$ cat config.mk
export PLATFORM = sky130hd
export DESIGN_NAME = irq_handler_flat
export DESIGN_NICKNAME = d
export VERILOG_FILES = /design/src/logic/irq_gen_pkg.sv /design/src/logic/irq_gen_if.sv /design/src/logic/irq_handler.sv /design/src/flat_wrapper.sv
export SDC_FILE = /design/constraint.sdc
export NUM_CORES = 1
export LEC_CHECK = 0
export ABC_AREA = 0
export BUFFER_PORTS_ARGS = -buffer_cell sky130_fd_sc_hd__buf_2
export CAP_MARGIN = 0
export CORE_MARGIN = 2
export CORE_UTILIZATION = 35
export CTS_CLUSTER_SIZE = 14
export DETAILED_ROUTE_END_ITERATION = 12
export GPL_TIMING_DRIVEN = 1
export PLACE_DENSITY_LB_ADDON = 0.2
export RECOVER_POWER = 50
export SLEW_MARGIN = 15
export SYNTH_ARGS = -nofsm -noshare
export SYNTH_HDL_FRONTEND = slang
export SYNTH_SLANG_ARGS = --single-unit
$ cat constraint.sdc
create_clock -name i_mclk -period 1.3 [get_ports i_mclk]
set_input_delay 0.065 -clock i_mclk [delete_from_list [all_inputs] [get_ports i_mclk]]
set_output_delay 0.065 -clock i_mclk [all_outputs]
set_load 0.005 [all_outputs]
$ cat src/logic/irq_gen_pkg.sv
// shared constants for the dual interrupt generator and its handler
package irq_gen_pkg;
	localparam int GEN_COUNT = 2;
	localparam int STATUS_W = 16;
	localparam int MASK_W = 8;
	localparam int PRIO_W = 3;
	localparam int SRC_LSB = 8;
	localparam logic [7:0] MASK_USABLE = 8'h3F;
	localparam logic [2:0] PRIO_OFF = 3'h0;
	localparam logic [7:0] MASK_RESET = 8'h00;
	localparam logic [2:0] PRIO_RESET = 3'h0;
	// handler register offsets
	localparam logic [3:0] ADDR_CMD = 4'h0;
	localparam logic [3:0] ADDR_CFG = 4'h1;
	localparam logic [3:0] ADDR_RESULT = 4'h2;
	localparam logic [3:0] ADDR_IRQ_STATUS = 4'h3;
	localparam logic [3:0] ADDR_IRQ_MASK = 4'h4;
	localparam logic [3:0] ADDR_VECTOR = 4'h5;
	// command codes written to ADDR_CMD bits 2:0
	localparam logic [2:0] CMD_CONFIGURE = 3'h1;
	localparam logic [2:0] CMD_RESTORE = 3'h2;
	localparam logic [2:0] CMD_MASK_READ = 3'h3;
	localparam logic [2:0] CMD_PRIO_READ = 3'h4;
	localparam logic [2:0] CMD_ACK = 3'h5;
	// handler interrupt status bits
	localparam int EV_REQ = 0;
	localparam int EV_DONE = 1;
	localparam int EV_BAD_INDEX = 2;
endpackage

$ cat src/logic/irq_gen_if.sv
// link between the digitizer interrupt generators and the bus handler
`timescale 1ns/100ps
interface irq_gen_if;
	logic [7:0] irq_n;
	logic configure_op;
	logic restore_op;
	logic mask_readback_op;
	logic priority_readback_op;
	logic generator_index;
	logic [7:0] cfg_mask;
	logic [2:0] cfg_priority;
	logic [7:0] readback;
	logic readback_valid;
	logic ack_strobe;
	logic [2:0] ack_level;
	logic ack_done;
	logic ack_generator;
	modport device (
		output irq_n, readback, readback_valid, ack_done, ack_generator,
		input configure_op, restore_op, mask_readback_op, priority_readback_op,
		input generator_index, cfg_mask, cfg_priority, ack_strobe, ack_level
	);
	modport host (
		input irq_n, readback, readback_valid, ack_done, ack_generator,
		output configure_op, restore_op, mask_readback_op, priority_readback_op,
		output generator_index, cfg_mask, cfg_priority, ack_strobe, ack_level
	);
endinterface

$ cat src/logic/irq_handler.sv
// host end: bus interrupt handler with a software register port
`timescale 1ns/100ps
module irq_handler (
	// clock and reset
	input wire logic i_mclk,
	input wire logic i_rst,
	// software register port
	input wire logic [3:0] i_addr,
	input wire logic [15:0] i_wdata,
	input wire logic i_wr,
	input wire logic i_rd,
	output logic [15:0] o_rdata,
	// interrupt to software
	output logic o_irq,
	// link to the device
	irq_gen_if.host link
);
	typedef enum logic [1:0] {
		ST_IDLE = 2'b01,
		ST_WAIT = 2'b10
	} state_e;
	state_e state_r;
	state_e state_nxt;
	logic [2:0] op_r;
	logic [2:0] op_nxt;
	logic idx_r;
	logic idx_nxt;
	logic [7:0] mask_r;
	logic [7:0] mask_nxt;
	logic [2:0] prio_r;
	logic [2:0] prio_nxt;
	logic [2:0] lvl_r;
	logic [2:0] lvl_nxt;
	logic [7:0] result_r;
	logic [7:0] result_nxt;
	logic [4:0] vector_r;
	logic [4:0] vector_nxt;
	logic [2:0] ists_r;
	logic [2:0] ists_nxt;
	logic [2:0] imsk_r;
	logic [2:0] imsk_nxt;
	logic [15:0] rdata_r;
	logic [15:0] rdata_nxt;
	logic [2:0] top_level;

	// highest active request line
	always_comb
	begin
		top_level = 3'h0;
		for (int l = 1; l < 8; l++)
		begin
			if (!link.irq_n[l])
				top_level = 3'(l);
		end
	end

	assign link.configure_op = state_r == ST_WAIT && op_r == irq_gen_pkg::CMD_CONFIGURE;
	assign link.restore_op = state_r == ST_WAIT && op_r == irq_gen_pkg::CMD_RESTORE;
	assign link.mask_readback_op = state_r == ST_WAIT && op_r == irq_gen_pkg::CMD_MASK_READ;
	assign link.priority_readback_op = state_r == ST_WAIT && op_r == irq_gen_pkg::CMD_PRIO_READ;
	assign link.ack_strobe = state_r == ST_WAIT && op_r == irq_gen_pkg::CMD_ACK;
	assign link.ack_level = lvl_r;
	assign link.generator_index = idx_r;
	assign link.cfg_mask = mask_r;
	assign link.cfg_priority = prio_r;
	assign o_rdata = rdata_r;
	assign o_irq = |(ists_r & imsk_r);

	always_comb
	begin
		logic [2:0] ev;
		ev = 3'h0;
		state_nxt = state_r;
		op_nxt = op_r;
		idx_nxt = idx_r;
		mask_nxt = mask_r;
		prio_nxt = prio_r;
		lvl_nxt = lvl_r;
		result_nxt = result_r;
		vector_nxt = vector_r;
		imsk_nxt = imsk_r;
		rdata_nxt = 16'h0000;
		unique case (state_r)
			ST_IDLE:
			begin
				if (i_wr && i_addr == irq_gen_pkg::ADDR_CMD)
				begin
					// index only 0 or 1; otherwise refused
					if (i_wdata[15:8] > 8'h01)
						ev[irq_gen_pkg::EV_BAD_INDEX] = 1'b1;
					else
					begin
						op_nxt = i_wdata[2:0];
						idx_nxt = i_wdata[8];
						lvl_nxt = i_wdata[6:4];
						state_nxt = ST_WAIT;
					end
				end
			end
			ST_WAIT:
			begin
				state_nxt = ST_IDLE;
				if (op_r == irq_gen_pkg::CMD_ACK)
					vector_nxt = {2'b00, lvl_r};
				if (op_r != irq_gen_pkg::CMD_MASK_READ && op_r != irq_gen_pkg::CMD_PRIO_READ)
					ev[irq_gen_pkg::EV_DONE] = 1'b1;
			end
			default:
				state_nxt = ST_IDLE;
		endcase
		if (link.readback_valid)
		begin
			result_nxt = link.readback;
			ev[irq_gen_pkg::EV_DONE] = 1'b1;
		end
		// bit 4 tells software which generator answered
		if (link.ack_done)
			vector_nxt = {link.ack_generator, 1'b1, lvl_r};
		if (top_level != 3'h0)
			ev[irq_gen_pkg::EV_REQ] = 1'b1;
		if (i_wr && i_addr == irq_gen_pkg::ADDR_CFG)
		begin
			mask_nxt = i_wdata[7:0];
			prio_nxt = i_wdata[10:8];
		end
		if (i_wr && i_addr == irq_gen_pkg::ADDR_IRQ_MASK)
			imsk_nxt = i_wdata[2:0];
		// set wins over write-one-to-clear
		ists_nxt = ists_r;
		if (i_wr && i_addr == irq_gen_pkg::ADDR_IRQ_STATUS)
			ists_nxt = ists_r & ~i_wdata[2:0];
		ists_nxt = ists_nxt | ev;
		if (i_rd)
		begin
			unique case (i_addr)
				irq_gen_pkg::ADDR_CMD: rdata_nxt = {13'h0000, top_level};
				irq_gen_pkg::ADDR_CFG: rdata_nxt = {5'h00, prio_r, mask_r};
				irq_gen_pkg::ADDR_RESULT: rdata_nxt = {8'h00, result_r};
				irq_gen_pkg::ADDR_IRQ_STATUS: rdata_nxt = {13'h0000, ists_r};
				irq_gen_pkg::ADDR_IRQ_MASK: rdata_nxt = {13'h0000, imsk_r};
				irq_gen_pkg::ADDR_VECTOR: rdata_nxt = {11'h000, vector_r};
				default: rdata_nxt = 16'h0000;
			endcase
		end
	end

	always_ff @(posedge i_mclk)
	begin
		if (i_rst)
		begin
			state_r <= ST_IDLE;
			op_r <= 3'h0;
			idx_r <= 1'b0;
			mask_r <= 8'h00;
			prio_r <= 3'h0;
			lvl_r <= 3'h0;
			result_r <= 8'h00;
			vector_r <= 5'h00;
			ists_r <= 3'h0;
			imsk_r <= 3'h0;
			rdata_r <= 16'h0000;
		end
		else
		begin
			state_r <= state_nxt;
			op_r <= op_nxt;
			idx_r <= idx_nxt;
			mask_r <= mask_nxt;
			prio_r <= prio_nxt;
			lvl_r <= lvl_nxt;
			result_r <= result_nxt;
			vector_r <= vector_nxt;
			ists_r <= ists_nxt;
			imsk_r <= imsk_nxt;
			rdata_r <= rdata_nxt;
		end
	end
endmodule

$ cat src/flat_wrapper.sv
// flat-port wrapper written by rule: the top's interface ports become plain ports
module irq_handler_flat 
  (i_mclk, i_rst, i_addr, i_wdata, i_wr, i_rd, o_rdata, o_irq, link_irq_n, link_readback, link_readback_valid, link_ack_done, link_ack_generator, link_configure_op, link_restore_op, link_mask_readback_op, link_priority_readback_op, link_generator_index, link_cfg_mask, link_cfg_priority, link_ack_strobe, link_ack_level);
  irq_gen_if link_i ();
  input wire logic i_mclk;
  input wire logic i_rst;
  input wire logic [3:0] i_addr;
  input wire logic [15:0] i_wdata;
  input wire logic i_wr;
  input wire logic i_rd;
  output logic [15:0] o_rdata;
  output logic o_irq;
  input wire logic [$bits(link_i.irq_n)-1:0] link_irq_n;
  input wire logic [$bits(link_i.readback)-1:0] link_readback;
  input wire logic [$bits(link_i.readback_valid)-1:0] link_readback_valid;
  input wire logic [$bits(link_i.ack_done)-1:0] link_ack_done;
  input wire logic [$bits(link_i.ack_generator)-1:0] link_ack_generator;
  output wire logic [$bits(link_i.configure_op)-1:0] link_configure_op;
  output wire logic [$bits(link_i.restore_op)-1:0] link_restore_op;
  output wire logic [$bits(link_i.mask_readback_op)-1:0] link_mask_readback_op;
  output wire logic [$bits(link_i.priority_readback_op)-1:0] link_priority_readback_op;
  output wire logic [$bits(link_i.generator_index)-1:0] link_generator_index;
  output wire logic [$bits(link_i.cfg_mask)-1:0] link_cfg_mask;
  output wire logic [$bits(link_i.cfg_priority)-1:0] link_cfg_priority;
  output wire logic [$bits(link_i.ack_strobe)-1:0] link_ack_strobe;
  output wire logic [$bits(link_i.ack_level)-1:0] link_ack_level;
  assign link_i.irq_n = link_irq_n;
  assign link_i.readback = link_readback;
  assign link_i.readback_valid = link_readback_valid;
  assign link_i.ack_done = link_ack_done;
  assign link_i.ack_generator = link_ack_generator;
  assign link_configure_op = link_i.configure_op;
  assign link_restore_op = link_i.restore_op;
  assign link_mask_readback_op = link_i.mask_readback_op;
  assign link_priority_readback_op = link_i.priority_readback_op;
  assign link_generator_index = link_i.generator_index;
  assign link_cfg_mask = link_i.cfg_mask;
  assign link_cfg_priority = link_i.cfg_priority;
  assign link_ack_strobe = link_i.ack_strobe;
  assign link_ack_level = link_i.ack_level;
  irq_handler u_core (.i_mclk(i_mclk), .i_rst(i_rst), .i_addr(i_addr), .i_wdata(i_wdata), .i_wr(i_wr), .i_rd(i_rd), .o_rdata(o_rdata), .o_irq(o_irq), .link(link_i));
endmodule
---- After elaboration in Yosys (flattened, before gate mapping) ----
Index checks and enable logic that the tools add are counted.
word-level totals
  bits in registers ....................... 55
  latch bits .............................. 0
  bits in writable memories ............... 0
  memory bits (read-only) ................. 0
  input port bits ......................... 43
  output and inout bits ................... 37
  memories ................................ 0
operators by class
  $add $sub $neg .......................... 0
  multiply operators ...................... 0
  divide/modulo/power cells ............... 0
  $lt $le $gt $ge ......................... 1
  equal/unequal tests ..................... 14
  shift operators ......................... 0
  multiplexer cells ....................... 19
  bitwise operators ....................... 7
  reduce and logical (&&, ||, !) cells .... 20
operators by type and width
  operator            number
  $pmux 11 s6         1
  $mux 3              5
  $mux 5              3
  $logic_and 1x1->1   10
  $eq 4x2->1 const B  2
  $eq 4x3->1 const B  2
  $gt 8x1->1 const B  1
  $mux 1              8
  $and 3x3->3         2
  $eq 3x2->1 const B  2
  $eq 3x3->1 const B  2
  $eq 4x1->1 const B  1
  $logic_not 4->1     1
  $mux 2              2
  $reduce_and 2->1    2
  $reduce_bool 2->1   2
  $reduce_or 2->1     2
  $eq 3x1->1 const B  1
  $ne 3x2->1 const B  1
  $ne 3x3->1 const B  1
  $not 1->1           3
  $not 3->3           1
  $or 3x3->3          1
  $reduce_and 3->1    1
  other kinds (4)     4

---- Logic depth before layout (Yosys ltp) ----
  word-level depth ........................ 10
  depth in mapped cells ................... 6
  gate-level depth less buffers ........... 4

---- Worst setup path after synthesis ----
No wires, ideal clock.
  path kind ............................... reg-to-reg
  start point ............................. register u_core.op_r[0]
  end point ............................... register u_core.vector_r[0]
  library setup time ...................... 0.128 ns
  arrival ................................. 1.055 ns
  data required time ...................... 1.172 ns
  path slack .............................. 0.117 ns
  cell stages (with the launch flop) ...... 5
  path buffers ............................ 0
  period minus slack after synthesis ...... 1.183 ns
  cell sequence ........................... dfxtp_1 nor2b_1 a31oi_1 mux2i_1 nor2_1
between the ends
  longest elaborated chain between the ends .. 3
RTL lines
  item                                RTL line            text
  start, declared                     irq_handler.sv:24   logic [2:0] op_r;
  start signal, assigned              irq_handler.sv:166  op_r <= op_nxt;
  $eq 3x3->1                          irq_handler.sv:103  if (op_r == irq_gen_pkg::CMD_ACK)
  $reduce_bool 2->1 (no source line)  -
  $reduce_and 2->1 (no source line)   -
  end signal, assigned                irq_handler.sv:172  vector_r <= vector_nxt;
  end, declared                       irq_handler.sv:36   logic [4:0] vector_r;
Every way passes these cells.
A chain may end at the register's enable or synchronous reset.

---- Worst setup path after layout ----
  start point ............................. register u_core.imsk_r[2]
  end point ............................... output o_irq
between the ends
  longest elaborated chain between the ends .. 2
RTL lines
  item                    RTL line            text
  start, declared         irq_handler.sv:40   logic [2:0] imsk_r;
  start signal, assigned  irq_handler.sv:174  imsk_r <= imsk_nxt;
  $and 3x3->3             irq_handler.sv:67   assign o_irq = |(ists_r & imsk_r);
  $reduce_or 3->1         irq_handler.sv:67
  end, declared           flat_wrapper.sv:12  output logic o_irq;
Every way passes these cells.

==> implementation parameters <==
Parameter                              Value

CTS
  H-tree level count ... 2
  Master cell of the clock root buffer ... sky130_fd_sc_hd__clkbuf_8
  Clk buf depth ... 2
  CTS Buf Count ... 5
  Clock slew seen by the registers of the worst setup and hold paths ... 90 ps
  Clock tree from TritonCTS ... done
  TritonCTS sink count ... 50
  Clock network latency to the later pin of the worst-skew pair ... 300 ps

Power and ir drop
  Standby leakage power ... 1.45 nW
  Proportion of power drawn by flip-flops and latches ... 0.498
  Clock network power share ... 0.408
  Power density over the cells ... 1080 nW/um^2
  Final Power ... 3.17 mW
  Switching part of the total ... 0.220
  Net switching component of the power ... 696 uW
  Cell internal pwr ... 2.47 mW
  VDD IR-drop max ... 481 uV
  Proportion of power drawn by combinational gates ... 0.093

Worst hold path
  Min-delay src ... link_readback[7]
  Min-delay worst type ... primary input to register
  Hold-critical path endpoint ... u_core.result_r[7]
  Number of cells on the worst hold path ... 3

Routing
  Routed Antenna Nets ... 0
  Pre-antenna DRT Iters ... 4
  Final wirelength ... 5.41 mm
  1st-iter DRT viols ... 115
  Vias after detailed routing ... 1971
  Vias per Instance ... 4.89
  Wire per inst ... 13.4 um
  Remaining routing DRC violations ... 0

Worst setup path
  Required time of the worst setup path ... 1240 ps
  Sort of element at the end of the critical path ... output port
  Critical Path Start ... u_core.imsk_r[2]
  Worst reg2reg setup slack ... 50 ps
  Maximum fanout count along the critical path ... 2
  CP Data Arrival Time ... 1230 ps
  Kind of start point of the critical path ... register
  Number of cells on the worst reg-to-reg path ... 4
  Worst reg2reg path endpoint ... u_core.op_r[2]
  FF-to-FF Start ... u_core.state_r[1]
  Critical path class ... register to output port

Die
  Die X-Extent ... 84.0 um
  Boundary pin count ... 80
  Total number of placement rows ... 29
  Initial Utilization ... 0.357
  Area of the core ... 6280 sq um
  Die height ... 84.0 um
  Area enclosed by the die boundary ... 7050 sq um

Yosys
  Number of flops mapped to enable cells by yosys ... 0
  Gate count of the mapped netlist ... 240
  FFs w/ async S/R, synth ... 0
  Dominant register cell in the synthesized netlist ... sky130_fd_sc_hd__dfxtp_1
  Area of the mapped netlist ... 2240 sq um
  Synth Area per Inst ... 9.33 sq um
  Post-synthesis sequential element count ... 50
  Number of warnings issued by yosys ... 0
  Distinct cell type count after synthesis ... 40
  Sequential fraction of the synthesis area ... 0.447

GRT
  Antenna violations before repair ... 1
  Grt total ovfl ... 0
  Vias in the first global route ... 1778
  Gr usage total ... 0.157
  Wire length of the first global-routing pass ... 8.77 mm
  Largest net degree at the start of global routing ... 39

STA
  Number of hold violations in the final report ... 0
  Final-layout setup total negative slack ... 0 ps
  Period Utilization, post-route ... 0.996
  Crit path time final ... 1290 ps
  Final max-slew violation count ... 0
  Worst Setup Slack, final ... 5.25 ps
  Setup repair after global routing missed its margin ... true
  Timing-limited maximum frequency ... 0.772 GHz
  Worst setup skew after layout ... 8.08 ps
  Final setup violation count ... 0

Finish
  Final standard cell utilization of the core ... 0.466
  Final Net Count ... 368
  Growth of design area from synthesis to finish ... 30.8%
  Commonest non-fill, non-tap cell in the layout ... sky130_fd_sc_hd__buf_2
  Top library cells by usage in the layout, fill and taps aside ... sky130_fd_sc_hd__buf_2 (69), sky130_fd_sc_hd__nor2_1 (47), sky130_fd_sc_hd__dfxtp_1 (46), sky130_fd_sc_hd__mux2i_1 (32), sky130_fd_sc_hd__buf_4 (13)
  Final cell count without fillers ... 403
  Share of final-layout standard cells stronger than drive strength 1 ... 0.340
  Number of diodes ... 0

Run
  Max capacitance violation total ... 0

Place
  HPWL reported at the end of detailed placement ... 4.11 mm
  Worst Setup Slack post-DPL ... -28.8 ps
  # placed instances ... 387
  Gpl congestion ... 0.861
  Port-buffer cells ... 73

Status
  Result of the run ... completed
## metrics by stage
stage | instance area (sq um) | hold slack [ps]
6_report | 2930 | 2.07
3_5_place_dp | 2690 | 309
4_1_cts | 2900 | 0.722
3_3_place_gp | 2690 | 294
5_1_grt | 2930 | 3.91
2_1_floorplan | 2250 | 182
## Yosys cell counts (2+ instances only)
master / n / area, sq um
sky130_fd_sc_hd__nor3_1: 2 / 10.0
sky130_fd_sc_hd__nand3b_1: 3 / 22.5
sky130_fd_sc_hd__nand2b_1: 4 / 25.0
sky130_fd_sc_hd__a32oi_1: 4 / 35.0
sky130_fd_sc_hd__nor2_2: 2 / 12.5
sky130_fd_sc_hd__inv_1: 6 / 22.5
sky130_fd_sc_hd__and2_1: 5 / 31.3
sky130_fd_sc_hd__mux2_2: 5 / 56.3
sky130_fd_sc_hd__a21oi_1: 6 / 30.0
sky130_fd_sc_hd__nand3_1: 7 / 35.0
sky130_fd_sc_hd__dfxtp_1: 50 / 1000
sky130_fd_sc_hd__buf_2: 5 / 25.0
sky130_fd_sc_hd__mux2i_1: 32 / 320
sky130_fd_sc_hd__buf_4: 8 / 60.1
sky130_fd_sc_hd__clkbuf_1: 4 / 15.0
sky130_fd_sc_hd__buf_6: 2 / 22.5
sky130_fd_sc_hd__a22oi_1: 4 / 30.0
sky130_fd_sc_hd__nor2_1: 48 / 180
sky130_fd_sc_hd__nand2_1: 9 / 33.8
sky130_fd_sc_hd__nand4_1: 2 / 12.5
sky130_fd_sc_hd__a31oi_1: 3 / 18.8
sky130_fd_sc_hd__o21ai_0: 4 / 20.0
sky130_fd_sc_hd__a22o_1: 3 / 26.3
sky130_fd_sc_hd__nor2b_1: 6 / 37.5
## worst max-delay path by stage
stage / endpoint / slack (ps)
floorplan: u_core.vector_r[0] / 120
global route: o_irq / -40
detailed placement: u_core.link.ack_level[2] / -30
finish: o_irq / 5
CTS: o_irq / -20
global placement: u_core.link.generator_index / -20
## what timing repair did
action | CTS | global route
hold buffers | 7 | 0
endpoints found under the setup margin | 4 | 12
pin swaps | 1 | 3
gates resized for setup | 4 | 8
hold endpoints to repair | 8 | 0
setup buffers | 0 | 1
## routing by layer
metal	track usage	vias up	share of wire
li1	-	987	-
met3	0.0406	7	0.066
met1	0.215	911	0.47
met2	0.242	64	0.46
met5	0	-	0.0024
met4	0.0484	2	0.0098
## flip-flops by register name (all words and copies together), names as in the netlist, 5 cells and up
register,cells
u_core.o_rdata,11
u_core.link.cfg_mask,8
u_core.result_r,8
u_core.vector_r,5
## cells by family after synthesis
group,synth area share
buffers and inverters,0.0671
muxes,0.168
other,0.00168
DFF,0.447
and+or+nand+nor,0.225
AOI/OAI and AO/OA,0.0911
## layout make-up
type / count / area, sq um
clock buffers: 5 / 68.8
multi-input cells: 168 / 1130
well taps: 77 / 96.3
repair buffers: 94 / 532
flip-flops and latches: 50 / 1010
fillers: 647 / 3350
clock inverters: 3 / 68.8
inverters: 6 / 22.5
## worst max-delay path, cell delays in order, from the launching register on
cell	delay, ps
sky130_fd_sc_hd__dfxtp_2	340
sky130_fd_sc_hd__a222oi_1	390
sky130_fd_sc_hd__inv_1	70
sky130_fd_sc_hd__buf_2	130
## power groups by stage
stage,Combinational (mW),Clock (mW),Sequential (mW)
final,0.296,1.29,1.58
after global routing,0.330,1.39,1.58
after CTS,0.300,1.33,1.58
after detailed placement,0.282,0,1.62
after global placement,0.281,0,1.61
after floorplan,0.167,0,1.61
No activity file was read; power rests on OpenSTA's default activity.
